### src/core/amci_defs.svh
`ifndef AMCI_DEFS_SVH
`define AMCI_DEFS_SVH
`define AMCI_OFF_COMMON 8'h04
`define AMCI_OFF_TASK2 8'h0c
`define AMCI_OFF_XCMD 8'h14
`define AMCI_OFF_YCMD 8'h1c
`define AMCI_OFF_XSTAT 8'h40
`define AMCI_OFF_YSTAT 8'h44
`define AMCI_OFF_UNIT 8'h48
`define AMCI_OFF_EXPIN 8'h4c
`define AMCI_OFF_EXPOUT 8'h50
`define AMCI_OFF_CFG 8'h54
`define AMCI_OFF_ENV 8'h58
`define AMCI_B_ERR_RESET 14
`define AMCI_B_EXP_READ 15
`define AMCI_B_OPT_LO 11
`define AMCI_B_DSTOP 0
`define AMCI_B_OSEARCH 1
`define AMCI_B_ORETURN 2
`define AMCI_B_JOG 3
`define AMCI_B_PRESET 5
`define AMCI_B_ABSINIT 6
`define AMCI_B_JOGDIR 13
`define AMCI_S_BUSY 1
`define AMCI_S_NO_ORIGIN 3
`define AMCI_S_REF_ORIGIN 4
`define AMCI_S_MOVING 5
`define AMCI_S_NEG 6
`define AMCI_S_LIMITED 7
`define AMCI_S_ERROR 8
`define AMCI_S_OVR_ON 9
`define AMCI_OP_CYCLES 32'd16
`endif

### src/core/amci_pkg.sv
package amci_pkg;
	typedef enum logic [2:0] {
		AMCI_IDLE = 3'h0,
		AMCI_SEARCH = 3'h1,
		AMCI_OFFSET = 3'h3,
		AMCI_RETURN = 3'h2,
		AMCI_JOG = 3'h6,
		AMCI_DECEL = 3'h7,
		AMCI_ONESHOT = 3'h5
	} amci_state_e;
	typedef struct packed {
		logic abs_axis;
		logic has_offset;
		logic run_cmd;
		logic servo_lock;
	} amci_cfg_s;
endpackage : amci_pkg

### src/core/amci_top.sv
`timescale 1ns/10ps
`include "amci_defs.svh"
// Notes on behaviour
// Error reset rising edge clears error; error type clears with it.
// Host holds error reset until error flag reads low.
// Expansion input copy refreshes only while request and read-completed are high.
// Five optional input bits appear in the task two word, bits 11 to 15.
// Deceleration stop edge stops search, return, jog; accepted while busy.
// While stop bit is high all other manual commands are refused.
// New manual command accepted only after previous command bit dropped.
// Origin search starts on rising edge, stops on falling edge.
// With offset configured, a point-to-point offset move follows origin detection.
// Origin search ignored while busy; host holds until no-origin clears.
// Absolute encoder axis performs origin return instead of search.
// Reference return starts on rise, stops on fall.
// Return before origin fixed raises error; ignored while busy.
// Jog moves while bit high, decelerates on release, ignored while busy.
// With origin fixed, jogging is confined within software limits.
// Jog direction sampled at jog rise; 1 means negative.
// Preset edge loads position from expansion data, fixes reference origin.
// Preset checks limits, skips on error, ignored busy, not aborted by stop.
// Absolute axis preset changes internal position only; servo lock reloads.
// Absolute init reads encoder, zeroes position, completes despite early drop.
// Absolute init errors under run command or servo lock; skipped incremental.
// Second axis has identical command bits in its own word.
// Edges found by comparing each refreshed word with its previous sample.
module amci_axis (
	input wire logic aclk,
	input wire logic aresetn,
	input wire logic [15:0] cmd,
	input wire logic [31:0] preset_val,
	input wire amci_pkg::amci_cfg_s cfg,
	input wire logic err_clear,
	input wire logic [31:0] lim_lo,
	input wire logic [31:0] lim_hi,
	input wire logic [31:0] enc_pos,
	output logic [15:0] status,
	output logic [31:0] pos
);
	amci_pkg::amci_state_e st_reg;
	logic [15:0] prev_reg;
	logic [15:0] rise;
	logic [15:0] fall;
	logic [31:0] cnt_reg;
	logic busy;
	logic origin_reg;
	logic neg_reg;
	logic err_reg;
	logic limited_reg;
	logic lock_prev_reg;
	logic held_reg;
	logic [31:0] step;
	assign rise = cmd & ~prev_reg;
	assign fall = ~cmd & prev_reg;
	assign busy = st_reg != amci_pkg::AMCI_IDLE;
	assign step = neg_reg ? (pos - 32'd1) : (pos + 32'd1);
	always_ff @(posedge aclk) begin
		if (!aresetn)
			prev_reg <= 16'h0000;
		else
			prev_reg <= cmd;
	end
	// Held bit blocks new commands until the search, return, jog, preset and init bits all drop
	always_ff @(posedge aclk) begin
		if (!aresetn)
			held_reg <= 1'b0;
		else if (busy)
			held_reg <= 1'b1;
		else if ((cmd & 16'h006e) == 16'h0000)
			held_reg <= 1'b0;
	end
	always_ff @(posedge aclk) begin
		if (!aresetn)
			lock_prev_reg <= 1'b0;
		else
			lock_prev_reg <= cfg.servo_lock;
	end
	always_ff @(posedge aclk) begin
		if (!aresetn) begin
			st_reg <= amci_pkg::AMCI_IDLE;
			cnt_reg <= 32'h0000_0000;
			origin_reg <= 1'b0;
			neg_reg <= 1'b0;
			err_reg <= 1'b0;
			limited_reg <= 1'b0;
			pos <= 32'h0000_0000;
		end else begin
			if (err_clear)
				err_reg <= 1'b0;
			if (cfg.abs_axis && cfg.servo_lock && !lock_prev_reg)
				pos <= enc_pos;
			case (st_reg)
			amci_pkg::AMCI_IDLE: begin
				limited_reg <= 1'b0;
				cnt_reg <= 32'h0000_0000;
				if (cmd[`AMCI_B_DSTOP] || held_reg) begin
					// Refused: stop interlock or previous command still high
				end else if (rise[`AMCI_B_OSEARCH]) begin
					if (cfg.abs_axis)
						st_reg <= amci_pkg::AMCI_RETURN;
					else
						st_reg <= amci_pkg::AMCI_SEARCH;
				end else if (rise[`AMCI_B_ORETURN]) begin
					if (!origin_reg)
						err_reg <= 1'b1;
					else
						st_reg <= amci_pkg::AMCI_RETURN;
				end else if (rise[`AMCI_B_JOG]) begin
					neg_reg <= cmd[`AMCI_B_JOGDIR];
					st_reg <= amci_pkg::AMCI_JOG;
				end else if (rise[`AMCI_B_PRESET]) begin
					if ($signed(preset_val) < $signed(lim_lo) ||
						$signed(preset_val) > $signed(lim_hi))
						err_reg <= 1'b1;
					else begin
						pos <= preset_val;
						origin_reg <= 1'b1;
						st_reg <= amci_pkg::AMCI_ONESHOT;
					end
				end else if (rise[`AMCI_B_ABSINIT]) begin
					if (!cfg.abs_axis) begin
						// Incremental axis: no effect
					end else if (cfg.run_cmd || cfg.servo_lock)
						err_reg <= 1'b1;
					else begin
						pos <= 32'h0000_0000;
						origin_reg <= 1'b1;
						st_reg <= amci_pkg::AMCI_ONESHOT;
					end
				end
			end
			amci_pkg::AMCI_SEARCH: begin
				cnt_reg <= cnt_reg + 32'd1;
				if (rise[`AMCI_B_DSTOP] || fall[`AMCI_B_OSEARCH])
					st_reg <= amci_pkg::AMCI_DECEL;
				else if (cnt_reg == `AMCI_OP_CYCLES) begin
					pos <= 32'h0000_0000;
					cnt_reg <= 32'h0000_0000;
					if (cfg.has_offset)
						st_reg <= amci_pkg::AMCI_OFFSET;
					else begin
						origin_reg <= 1'b1;
						st_reg <= amci_pkg::AMCI_IDLE;
					end
				end
			end
			amci_pkg::AMCI_OFFSET: begin
				cnt_reg <= cnt_reg + 32'd1;
				if (rise[`AMCI_B_DSTOP] || fall[`AMCI_B_OSEARCH])
					st_reg <= amci_pkg::AMCI_DECEL;
				else if (cnt_reg == `AMCI_OP_CYCLES) begin
					pos <= 32'h0000_0000;
					origin_reg <= 1'b1;
					st_reg <= amci_pkg::AMCI_IDLE;
				end
			end
			amci_pkg::AMCI_RETURN: begin
				cnt_reg <= cnt_reg + 32'd1;
				if (rise[`AMCI_B_DSTOP] || fall[`AMCI_B_ORETURN] ||
					(cfg.abs_axis && fall[`AMCI_B_OSEARCH]))
					st_reg <= amci_pkg::AMCI_DECEL;
				else if (cnt_reg == `AMCI_OP_CYCLES) begin
					pos <= 32'h0000_0000;
					origin_reg <= 1'b1;
					st_reg <= amci_pkg::AMCI_IDLE;
				end
			end
			amci_pkg::AMCI_JOG: begin
				if (rise[`AMCI_B_DSTOP] || !cmd[`AMCI_B_JOG])
					st_reg <= amci_pkg::AMCI_DECEL;
				else if (origin_reg &&
					((neg_reg && $signed(pos) <= $signed(lim_lo)) ||
					(!neg_reg && $signed(pos) >= $signed(lim_hi))))
					limited_reg <= 1'b1;
				else begin
					limited_reg <= 1'b0;
					pos <= step;
				end
			end
			amci_pkg::AMCI_DECEL: begin
				st_reg <= amci_pkg::AMCI_IDLE;
			end
			amci_pkg::AMCI_ONESHOT: begin
				// Preset and init run to completion, stop ignored
				st_reg <= amci_pkg::AMCI_IDLE;
			end
			default: st_reg <= amci_pkg::AMCI_IDLE;
			endcase
		end
	end
	always_ff @(posedge aclk) begin
		if (!aresetn)
			status <= 16'h0008;
		else begin
			status <= 16'h0000;
			status[`AMCI_S_BUSY] <= busy;
			status[`AMCI_S_NO_ORIGIN] <= !origin_reg;
			status[`AMCI_S_REF_ORIGIN] <= origin_reg;
			status[`AMCI_S_MOVING] <= busy && st_reg != amci_pkg::AMCI_ONESHOT;
			status[`AMCI_S_NEG] <= neg_reg;
			status[`AMCI_S_LIMITED] <= limited_reg;
			status[`AMCI_S_ERROR] <= err_reg;
		end
	end
endmodule : amci_axis

module amci_top (
	input wire logic aclk,
	input wire logic aresetn,
	input wire logic [7:0] s_axi_awaddr,
	input wire logic s_axi_awvalid,
	output logic s_axi_awready,
	input wire logic [31:0] s_axi_wdata,
	input wire logic [3:0] s_axi_wstrb,
	input wire logic s_axi_wvalid,
	output logic s_axi_wready,
	output logic [1:0] s_axi_bresp,
	output logic s_axi_bvalid,
	input wire logic s_axi_bready,
	input wire logic [7:0] s_axi_araddr,
	input wire logic s_axi_arvalid,
	output logic s_axi_arready,
	output logic [31:0] s_axi_rdata,
	output logic [1:0] s_axi_rresp,
	output logic s_axi_rvalid,
	input wire logic s_axi_rready,
	input wire logic [4:0] opt_in_pins,
	input wire logic exp_read_done
);
	logic [15:0] common_reg;
	logic [15:0] task2_reg;
	logic [15:0] xcmd_reg;
	logic [15:0] ycmd_reg;
	logic [31:0] expout_reg;
	logic [31:0] expin_reg;
	logic [31:0] env_reg;
	logic [3:0] cfg_reg;
	logic [15:0] xstat;
	logic [15:0] ystat;
	logic [31:0] xpos;
	logic [31:0] ypos;
	logic [4:0] opt_s1_reg;
	logic [4:0] opt_s2_reg;
	logic done_s1_reg;
	logic done_s2_reg;
	logic [15:0] prev_common_reg;
	logic unit_err_reg;
	logic [7:0] err_type_reg;
	logic err_clear;
	logic [7:0] aw_reg;
	logic aw_have_reg;
	logic [31:0] w_reg;
	logic [3:0] ws_reg;
	logic w_have_reg;
	logic wr_go;
	logic [31:0] rd_word;
	logic rd_hit;
	amci_pkg::amci_cfg_s xcfg;
	amci_pkg::amci_cfg_s ycfg;
	assign xcfg = {cfg_reg[0], cfg_reg[1], env_reg[0], env_reg[1]};
	assign ycfg = {cfg_reg[2], cfg_reg[3], env_reg[2], env_reg[3]};
	assign err_clear = common_reg[`AMCI_B_ERR_RESET] &
		~prev_common_reg[`AMCI_B_ERR_RESET];
	assign wr_go = aw_have_reg && w_have_reg && !s_axi_bvalid;
	always_ff @(posedge aclk) begin
		if (!aresetn) begin
			opt_s1_reg <= 5'h00;
			opt_s2_reg <= 5'h00;
			done_s1_reg <= 1'b0;
			done_s2_reg <= 1'b0;
			prev_common_reg <= 16'h0000;
		end else begin
			opt_s1_reg <= opt_in_pins;
			opt_s2_reg <= opt_s1_reg;
			done_s1_reg <= exp_read_done;
			done_s2_reg <= done_s1_reg;
			prev_common_reg <= common_reg;
		end
	end
	always_ff @(posedge aclk) begin
		if (!aresetn)
			expin_reg <= 32'h0000_0000;
		else if (common_reg[`AMCI_B_EXP_READ] && done_s2_reg)
			expin_reg <= {xpos[15:0], ypos[15:0]};
	end
	always_ff @(posedge aclk) begin
		if (!aresetn) begin
			unit_err_reg <= 1'b0;
			err_type_reg <= 8'h00;
		end else begin
			// Mirrors axis flags so the type drops together with the flag
			unit_err_reg <= xstat[`AMCI_S_ERROR] || ystat[`AMCI_S_ERROR];
			err_type_reg <= {6'h00, ystat[`AMCI_S_ERROR], xstat[`AMCI_S_ERROR]};
		end
	end
	always_ff @(posedge aclk) begin
		if (!aresetn) begin
			aw_have_reg <= 1'b0;
			aw_reg <= 8'h00;
			w_have_reg <= 1'b0;
			w_reg <= 32'h0000_0000;
			ws_reg <= 4'h0;
			s_axi_bvalid <= 1'b0;
			s_axi_bresp <= 2'h0;
		end else begin
			if (s_axi_awvalid && s_axi_awready) begin
				aw_have_reg <= 1'b1;
				aw_reg <= s_axi_awaddr;
			end
			if (s_axi_wvalid && s_axi_wready) begin
				w_have_reg <= 1'b1;
				w_reg <= s_axi_wdata;
				ws_reg <= s_axi_wstrb;
			end
			if (wr_go) begin
				aw_have_reg <= 1'b0;
				w_have_reg <= 1'b0;
				s_axi_bvalid <= 1'b1;
				case (aw_reg)
				`AMCI_OFF_COMMON, `AMCI_OFF_TASK2, `AMCI_OFF_XCMD, `AMCI_OFF_YCMD,
				`AMCI_OFF_EXPOUT, `AMCI_OFF_CFG, `AMCI_OFF_ENV: s_axi_bresp <= 2'h0;
				default: s_axi_bresp <= 2'h2;
				endcase
			end else if (s_axi_bvalid && s_axi_bready)
				s_axi_bvalid <= 1'b0;
		end
	end
	always_ff @(posedge aclk) begin
		if (!aresetn) begin
			s_axi_awready <= 1'b0;
			s_axi_wready <= 1'b0;
		end else begin
			s_axi_awready <= !aw_have_reg && !(s_axi_awvalid && s_axi_awready) &&
				!(s_axi_bvalid && !s_axi_bready);
			s_axi_wready <= !w_have_reg && !(s_axi_wvalid && s_axi_wready) &&
				!(s_axi_bvalid && !s_axi_bready);
		end
	end
	// Register writes, low half-word lanes for 16-bit words
	always_ff @(posedge aclk) begin
		if (!aresetn) begin
			common_reg <= 16'h0000;
			task2_reg <= 16'h0000;
			xcmd_reg <= 16'h0000;
			ycmd_reg <= 16'h0000;
			expout_reg <= 32'h0000_0000;
			cfg_reg <= 4'h0;
			env_reg <= 32'h0000_0000;
		end else if (wr_go) begin
			case (aw_reg)
			`AMCI_OFF_COMMON: begin
				if (ws_reg[0]) common_reg[7:0] <= w_reg[7:0];
				if (ws_reg[1]) common_reg[15:8] <= w_reg[15:8];
			end
			`AMCI_OFF_TASK2: begin
				if (ws_reg[0]) task2_reg[7:0] <= w_reg[7:0];
				if (ws_reg[1]) task2_reg[15:8] <= w_reg[15:8];
			end
			`AMCI_OFF_XCMD: begin
				if (ws_reg[0]) xcmd_reg[7:0] <= w_reg[7:0];
				if (ws_reg[1]) xcmd_reg[15:8] <= w_reg[15:8];
			end
			`AMCI_OFF_YCMD: begin
				if (ws_reg[0]) ycmd_reg[7:0] <= w_reg[7:0];
				if (ws_reg[1]) ycmd_reg[15:8] <= w_reg[15:8];
			end
			`AMCI_OFF_EXPOUT: begin
				for (int i = 0; i < 4; i++)
					if (ws_reg[i]) expout_reg[i*8 +: 8] <= w_reg[i*8 +: 8];
			end
			`AMCI_OFF_CFG: if (ws_reg[0]) cfg_reg <= w_reg[3:0];
			`AMCI_OFF_ENV: begin
				for (int i = 0; i < 4; i++)
					if (ws_reg[i]) env_reg[i*8 +: 8] <= w_reg[i*8 +: 8];
			end
			default: ;
			endcase
		end
	end
	always_comb begin
		rd_word = 32'h0000_0000;
		rd_hit = 1'b1;
		case (s_axi_araddr)
		`AMCI_OFF_COMMON: rd_word = {16'h0000, common_reg};
		`AMCI_OFF_TASK2: rd_word = {16'h0000, opt_s2_reg, task2_reg[10:0]};
		`AMCI_OFF_XCMD: rd_word = {16'h0000, xcmd_reg};
		`AMCI_OFF_YCMD: rd_word = {16'h0000, ycmd_reg};
		`AMCI_OFF_XSTAT: rd_word = {16'h0000, xstat};
		`AMCI_OFF_YSTAT: rd_word = {16'h0000, ystat};
		`AMCI_OFF_UNIT: rd_word = {16'h0000, err_type_reg, 7'h00, unit_err_reg};
		`AMCI_OFF_EXPIN: rd_word = expin_reg;
		`AMCI_OFF_EXPOUT: rd_word = expout_reg;
		`AMCI_OFF_CFG: rd_word = {28'h0000000, cfg_reg};
		`AMCI_OFF_ENV: rd_word = env_reg;
		default: rd_hit = 1'b0;
		endcase
	end
	always_ff @(posedge aclk) begin
		if (!aresetn) begin
			s_axi_arready <= 1'b0;
			s_axi_rvalid <= 1'b0;
			s_axi_rdata <= 32'h0000_0000;
			s_axi_rresp <= 2'h0;
		end else begin
			s_axi_arready <= !s_axi_rvalid && !(s_axi_arvalid && s_axi_arready);
			if (s_axi_arvalid && s_axi_arready) begin
				s_axi_rvalid <= 1'b1;
				s_axi_rdata <= rd_word;
				s_axi_rresp <= rd_hit ? 2'h0 : 2'h2;
			end else if (s_axi_rvalid && s_axi_rready)
				s_axi_rvalid <= 1'b0;
		end
	end
	amci_axis u_x (
		.aclk(aclk), .aresetn(aresetn), .cmd(xcmd_reg), .preset_val(expout_reg),
		.cfg(xcfg), .err_clear(err_clear), .lim_lo(32'h8000_0000),
		.lim_hi(32'h7fff_ffff), .enc_pos(expout_reg), .status(xstat), .pos(xpos)
	);
	amci_axis u_y (
		.aclk(aclk), .aresetn(aresetn), .cmd(ycmd_reg), .preset_val(expout_reg),
		.cfg(ycfg), .err_clear(err_clear), .lim_lo(32'h8000_0000),
		.lim_hi(32'h7fff_ffff), .enc_pos(expout_reg), .status(ystat), .pos(ypos)
	);
endmodule : amci_top

### config.mk
export PLATFORM = sky130hd
export DESIGN_NAME = amci_top
export DESIGN_NICKNAME = d
export VERILOG_FILES = /design/src/core/amci_pkg.sv /design/src/core/amci_top.sv
export VERILOG_INCLUDE_DIRS = /design/src /design/src/core
export SDC_FILE = /design/constraint.sdc
export NUM_CORES = 1
export LEC_CHECK = 0
export ABC_CLOCK_PERIOD_IN_PS = 4200
export BUFFER_PORTS_ARGS = -buffer_cell sky130_fd_sc_hd__buf_2
export CORE_UTILIZATION = 62
export DETAILED_ROUTE_END_ITERATION = 8
export PLACE_DENSITY = 0.8
export RECOVER_POWER = 100
export SYNTH_ARGS = -nofsm -noshare
export SYNTH_HDL_FRONTEND = slang
export SYNTH_SLANG_ARGS = --single-unit
### constraint.sdc
create_clock -name aclk -period 4.2 [get_ports aclk]
set_input_delay 0 -clock aclk [delete_from_list [all_inputs] [get_ports aclk]]
set_output_delay 0 -clock aclk [all_outputs]
set_load 0.005 [all_outputs]
# ---- Yosys cells after proc, flatten, opt, wreduce, memory -nomap -nowiden
# Index checks and enable logic that the tools add are counted.
dict set report totals {
  register_bits 474
  inputBits 65
  output_inout_bits 41
  word_cells 423
}
dict set report classes {
  add_sub_neg 6
  magnitude_cmp 6
  n_eq_ne 72
  mux 150
  bitwise_logic 17
  reduce_logical 109
}
# cell count
set ops {}
lappend ops {{$mux 32} 36}
lappend ops {{$pmux 32 s11} 1}
lappend ops {{$pmux 32 s4} 2}
lappend ops {{$pmux 32 s3} 2}
lappend ops {{$add 32x1->32 const B} 4}
lappend ops {{$mux 3} 31}
lappend ops {{$eq 8x7->1 const B} 10}
lappend ops {{$mux 1} 66}
lappend ops {{$eq 32x5->1 const B} 2}
lappend ops {{$ge 32x32->1 const B} 2}
lappend ops {{$le 32x32->1 const B} 2}
lappend ops {{$sub 32x1->32 const B} 2}
lappend ops {{$reduce_and 3->1} 17}
lappend ops {{$ne 2x2->1 const B} 18}
lappend ops {{$eq 8x5->1 const B} 4}
lappend ops {{$gt 32x32->1 const B} 1}
lappend ops {{$logic_not 16->1} 2}
lappend ops {{$lt 32x32->1 const B} 1}
lappend ops {{$pmux 3 s5} 2}
lappend ops {{$logic_and 1x1->1} 28}
lappend ops {{$reduce_and 14->1} 2}
lappend ops {{$ne 6x2->1 const B} 4}
lappend ops {{$logic_not 1->1} 17}
lappend ops {{$eq 8x3->1 const B} 2}
lappend ops {{31 further kinds} 102}

# ---- Depth between registers and ports, before layout
dict set report depth {
  depth_word 12
  ltp_mapped 12
}

# ---- Modules after synthesis
# Synthesis repeated with hierarchy kept, for this count alone.
dict set report unflattened {
  cells_unflattened 3749
  hier_area_um2 30212.7
}
# module instances cells_per_inst area_per_inst_um2
set modules_own_cells {}
lappend modules_own_cells {amci_top 1 1302 11388.4}
lappend modules_own_cells {{amci_axis at u_y} 1 1226 9482.8}
lappend modules_own_cells {{amci_axis at u_x} 1 1221 9341.5}

# ---- Worst setup path before layout
# No wires, ideal clock.
dict set report synth_timing {
  path_type {flip-flop to flip-flop}
  from {register u_x.neg_reg}
  to {register u_x.pos[24]}
  arrival_time_ns 3.330
  required_ns 4.081
  setup_slack_ns 0.751
  stages_incl_launch_ff 12
  path_buffers 0
  path_cell_list {dfxtp_1 inv_1 fa_1 nor2b_1 o311ai_0 a31o_2 o21ai_1 a31o_2 and2_1 a41oi_1 mux2i_1 o221a_2}
}
dict set report synth_via {
  elab_chain_len 7
}
# element line
set synth_rtl {}
lappend synth_rtl {{start: declaration} amci_top.sv:47} ;# logic neg_reg;
lappend synth_rtl {{start signal: assignment} amci_top.sv:109} ;# neg_reg <= cmd[`AMCI_B_JOGDIR];
lappend synth_rtl {{$logic_not 1->1} amci_top.sv:173} ;# (!neg_reg && $signed(pos) >= $signed(lim_hi))))
lappend synth_rtl {{$logic_and 1x1->1} amci_top.sv:173}
lappend synth_rtl {{$logic_or 1x1->1} amci_top.sv:172} ;# ((neg_reg && $signed(pos) <= $signed(lim_lo)) ||
lappend synth_rtl {{$logic_and 1x1->1} amci_top.sv:171} ;# else if (origin_reg &&
lappend synth_rtl {{$mux 32 (*)} amci_top.sv:171}
lappend synth_rtl {{$mux 32 (*)} amci_top.sv:169} ;# if (rise[`AMCI_B_DSTOP] || !cmd[`AMCI_B_JOG])
lappend synth_rtl {{$pmux 32 s4 (*)} amci_top.sv:92} ;# case (st_reg)
lappend synth_rtl {{end signal: assignment} amci_top.sv:91} ;# pos <= enc_pos;
lappend synth_rtl {{end signal: assignment} amci_top.sv:116} ;# pos <= preset_val;
lappend synth_rtl {{end signal: assignment} amci_top.sv:177} ;# pos <= step;
lappend synth_rtl {{end: declaration} amci_top.sv:38} ;# output logic [31:0] pos
# Every way passes the cells marked *; elsewhere a longest branch is shown, timed or not.
# A chain may end at the register's enable or synchronous reset.

# ---- Final worst setup path
dict set report layout_timing {
  from {input aresetn}
  to {register aw_reg[7]}
}
# element line
set layout_lines {}
lappend layout_lines {{start: declaration} amci_top.sv:209} ;# input wire logic aresetn,
lappend layout_lines {{end signal: assignment} amci_top.sv:308} ;# aw_reg <= s_axi_awaddr;
lappend layout_lines {{end: declaration} amci_top.sv:250} ;# logic [7:0] aw_reg;
# No word-level cell between the ends.

==> impl_metrics.prom <==
# TYPE chip_impl_metric gauge
chip_impl_info{name="status",value="finished, violations left"} 1
chip_impl_info{name="failed_checks",value="capacitance limit, slew limit"} 1
chip_impl_metric{name="setup-violations-final",unit=""} 0
chip_impl_metric{name="die-height",unit="um"} 190
chip_impl_info{name="min-delay-path-class",value="primary input to flip-flop"} 1
chip_impl_metric{name="num-nets-final",unit=""} 2970
chip_impl_metric{name="crit_path_max_fanout",unit=""} 94
chip_impl_metric{name="core_area",unit="sq um"} 34700
chip_impl_metric{name="p_leak",unit="nW"} 9.69
chip_impl_info{name="commonest_cells_post_synth",value="dfxtp_1 (432), nand2_1 (429), nor2_1 (326), a21oi_1 (287), mux2i_1 (120)"} 1
chip_impl_metric{name="post_cts_buffers",unit=""} 0
chip_impl_metric{name="die-width",unit="um"} 190
chip_impl_metric{name="final_core_util",unit="%"} 71.6
chip_impl_metric{name="routedWlPerCell",unit="um"} 21.2
chip_impl_metric{name="synth_compound_area_share",unit="%"} 21.3
chip_impl_metric{name="worstSkewPairLatency",unit="ps"} 590
chip_impl_metric{name="place_congestion",unit=""} 0.959
chip_impl_metric{name="detailedPlacementHpwl",unit="mm"} 48.2
chip_impl_metric{name="globalRouteOverflowTotal",unit=""} 0
chip_impl_metric{name="initial_utilization",unit="%"} 63.3
chip_impl_metric{name="max_ir_drop_vdd",unit="V"} 0.000396
chip_impl_metric{name="netSwitchingFraction",unit="%"} 27.6
chip_impl_info{name="cts_tree",value="built"} 1
chip_impl_metric{name="period_needed",unit="ps"} 3810
chip_impl_metric{name="n_fill_cell",unit=""} 2636
chip_impl_metric{name="post_cts_resized",unit=""} 0
chip_impl_info{name="setup_repair_after_global_routing_missed_its_margin",value="false"} 1
chip_impl_metric{name="hold_violations",unit=""} 0
chip_impl_info{name="synth_top_family_by_area",value="simple AND/OR/NAND/NOR gates"} 1
chip_impl_info{name="worst_setup_path_end_kind",value="flip-flop"} 1
chip_impl_info{name="root_buffer",value="clkbuf_16"} 1
chip_impl_metric{name="synthAdderAreaFrac",unit="%"} 3.83
chip_impl_metric{name="postSynth.asyncResetShare",unit="%"} 0
chip_impl_metric{name="ioPinCount",unit=""} 106
chip_impl_metric{name="pwr_density_cell",unit="nW/um^2"} 384
chip_impl_metric{name="n_antenna_cell",unit=""} 0
chip_impl_metric{name="achievable-frequency",unit="MHz"} 262
chip_impl_metric{name="switchingPower",unit="mW"} 2.64
chip_impl_metric{name="layout-area-overhead-vs-synth",unit="%"} 13.2
chip_impl_metric{name="seq_area_frac_synth",unit="%"} 39.4
chip_impl_metric{name="final_layout_size_suffix_gt1_share",unit="%"} 7.69
chip_impl_metric{name="synth_xor_area_share",unit="%"} 3.11
chip_impl_metric{name="clk_pwr_share",unit="%"} 41.9
chip_impl_metric{name="worst_clock_skew",unit="ps"} 21.8
chip_impl_metric{name="grt.total_usage",unit="%"} 38.4
chip_impl_metric{name="synth_simple_gate_area_share",unit="%"} 23.4
chip_impl_metric{name="first_global_vias",unit=""} 20800
chip_impl_info{name="most_common_flop_cell_mapped_by_yosys",value="dfxtp_1"} 1
chip_impl_info{name="synth_top_cell_by_area",value="dfxtp_1"} 1
chip_impl_metric{name="post_synthesis_mean_instance_area",unit="sq um"} 8.08
chip_impl_metric{name="min_period_over_period",unit="%"} 90.7
chip_impl_metric{name="clock_sinks",unit=""} 432
chip_impl_info{name="yosysMostFrequentCell",value="dfxtp_1"} 1
chip_impl_metric{name="ant_nets",unit=""} 0
chip_impl_metric{name="drv.max_cap_violation_count",unit=""} 5
chip_impl_info{name="worst-setup-path-type",value="primary input to flip-flop"} 1
chip_impl_info{name="post_synth_main_area_contributors",value="dfxtp_1 (39%), nand2_1 (7.3%), a21oi_1 (6.5%), nor2_1 (5.6%), mux2i_1 (5.5%)"} 1
chip_impl_metric{name="grt_start_max_net_pins",unit=""} 95
chip_impl_metric{name="design.die.area",unit="sq um"} 36200
chip_impl_metric{name="synth_warnings",unit=""} 0
chip_impl_metric{name="drt_first_pass_iters",unit=""} 8
chip_impl_metric{name="numCtsBuffers",unit=""} 45
chip_impl_metric{name="worst_slew_margin_rel",unit="%"} -29.8
chip_impl_metric{name="post_synth_inst_count",unit=""} 2718
chip_impl_metric{name="rows",unit=""} 68
chip_impl_info{name="setup.worst_path.start_class",value="primary input"} 1
chip_impl_metric{name="ctsLongestPathBuffers",unit=""} 3
chip_impl_metric{name="netlist_area",unit="sq um"} 22000
chip_impl_metric{name="total_length_of_routed_wires",unit="mm"} 70.6
chip_impl_metric{name="power_frac_seq",unit="%"} 45.7
chip_impl_metric{name="flop_and_latch_count_out_of_synthesis",unit=""} 432
chip_impl_metric{name="post_synthesis_cell_type_count",unit=""} 89
chip_impl_metric{name="share_comb_of_total_power",unit="%"} 12.4
chip_impl_metric{name="grt_first_pass_wirelength",unit="mm"} 111
chip_impl_metric{name="synthMuxAreaShare",unit="%"} 5.57
chip_impl_metric{name="report.final.slew_viol_count",unit=""} 216
chip_impl_metric{name="drt_iter0_drc",unit=""} 2413
chip_impl_metric{name="internal_power",unit="mW"} 6.91
chip_impl_metric{name="setup-tns-final",unit="ps"} 0
chip_impl_metric{name="cts_clock_pin_slew_for_the_worst_setup_and_hold_paths",unit="ps"} 70
chip_impl_metric{name="synth_top_area_share",unit="%"} 39.4
chip_impl_metric{name="antenna_found_initial",unit=""} 0
chip_impl_metric{name="drc_violations_left",unit=""} 0
chip_impl_metric{name="placement.io_buffers",unit=""} 103
chip_impl_metric{name="htreeDepth",unit=""} 2
chip_impl_metric{name="synth_edf_count",unit=""} 0
chip_impl_metric{name="routed_via_density",unit=""} 6.54
chip_impl_metric{name="cts_hold_buf",unit=""} 73
chip_impl_metric{name="routed-via-count",unit=""} 21800
chip_impl_metric{name="max_slew.worst_pin.slew",unit="ps"} 1950
chip_impl_metric{name="worst-endpoint-arrival",unit="ps"} 4340
chip_impl_metric{name="cp.required",unit="ps"} 4730
per-stage QoR:
stage	setup slack (ps)	hold slack (ps)	power (mW)	instance area, sq um	std cells
floorplan	751	127	5.22	22000	2719
global placement	1030	218	5.53	22800	3174
detailed placement	954	214	5.57	22800	3174
CTS	897	9.75	9.56	25000	3329
global route	339	55.5	9.83	24900	3329
finish	389	33.8	9.55	24900	3329
power groups by stage:
stage               combinational (mW)  clock, mW  sequential [mW]
global route                      1.29       4.18             4.37
detailed placement                1.13          0             4.44
finish                            1.18       4.01             4.36
global placement                  1.10          0             4.43
floorplan                        0.845          0             4.38
CTS                               1.18       4.03             4.35
cell usage in the layout, fill, tap and decap left out, types with 49 or more instances in the layout:
cell	count
dfxtp_1	432
nand2_1	429
nor2_1	326
a21oi_1	287
mux2i_1	120
o21ai_0	99
buf_2	77
dlygate4sd3_1	73
ha_1	64
nand3_1	59
a21o_1	53
a222oi_1	49
path summary, 6_finish.rpt:
kind | from | endpoint | slack [ps] | depth (start not counted)
worst min-delay path | s_axi_wvalid | ws_reg[2] | 30 | 5
worst max register to register | u_x.cnt_reg[0] | u_x.pos[29] | 530 | 11
worst min register to register | aw_have_reg | s_axi_awready | 450 | 1
worst max-delay path | aresetn | aw_reg[7] | 390 | 6
logic make-up (layout without fill, tap and decap cells):
logic type | count (synthesis) | in the layout
simple gates | 1122 | 1122
compound gates | 714 | 714
flops | 432 | 432
buf+inv | 183 | 338
mux | 122 | 122
xor+xnor | 78 | 78
fa+ha+maj | 66 | 66
other cells | 1 | 2
critical path, cell delays in order:
cell and delay [ps]:
dlygate4sd3_1 530, clkbuf_1 1110, inv_8 490, clkbuf_2 870
a21oi_1 630, dlygate4sd3_1 610
routing by layer:
metal	vias to the layer above	GRT usage (%)	wire, um
li1	10000	-	-
met1	10300	48.6	28300
met2	1162	61.5	32100
met3	287	7.45	6020
met4	0	21.4	4240
met5	-	0	0
area by class of cell:
type                            instances  area [sq um]  area share [%]
Inverter                               43           169           0.679
Sequential cell                       432          8650            34.8
Timing Repair Buffer                  213          1460            5.86
Tap cell                              455           569            2.29
Multi-Input combinational cell       2104         12500            50.4
Clock buffer                           62          1290            5.19
Clock inverter                         20           188           0.755
No activity file was read; power rests on OpenSTA's default activity.
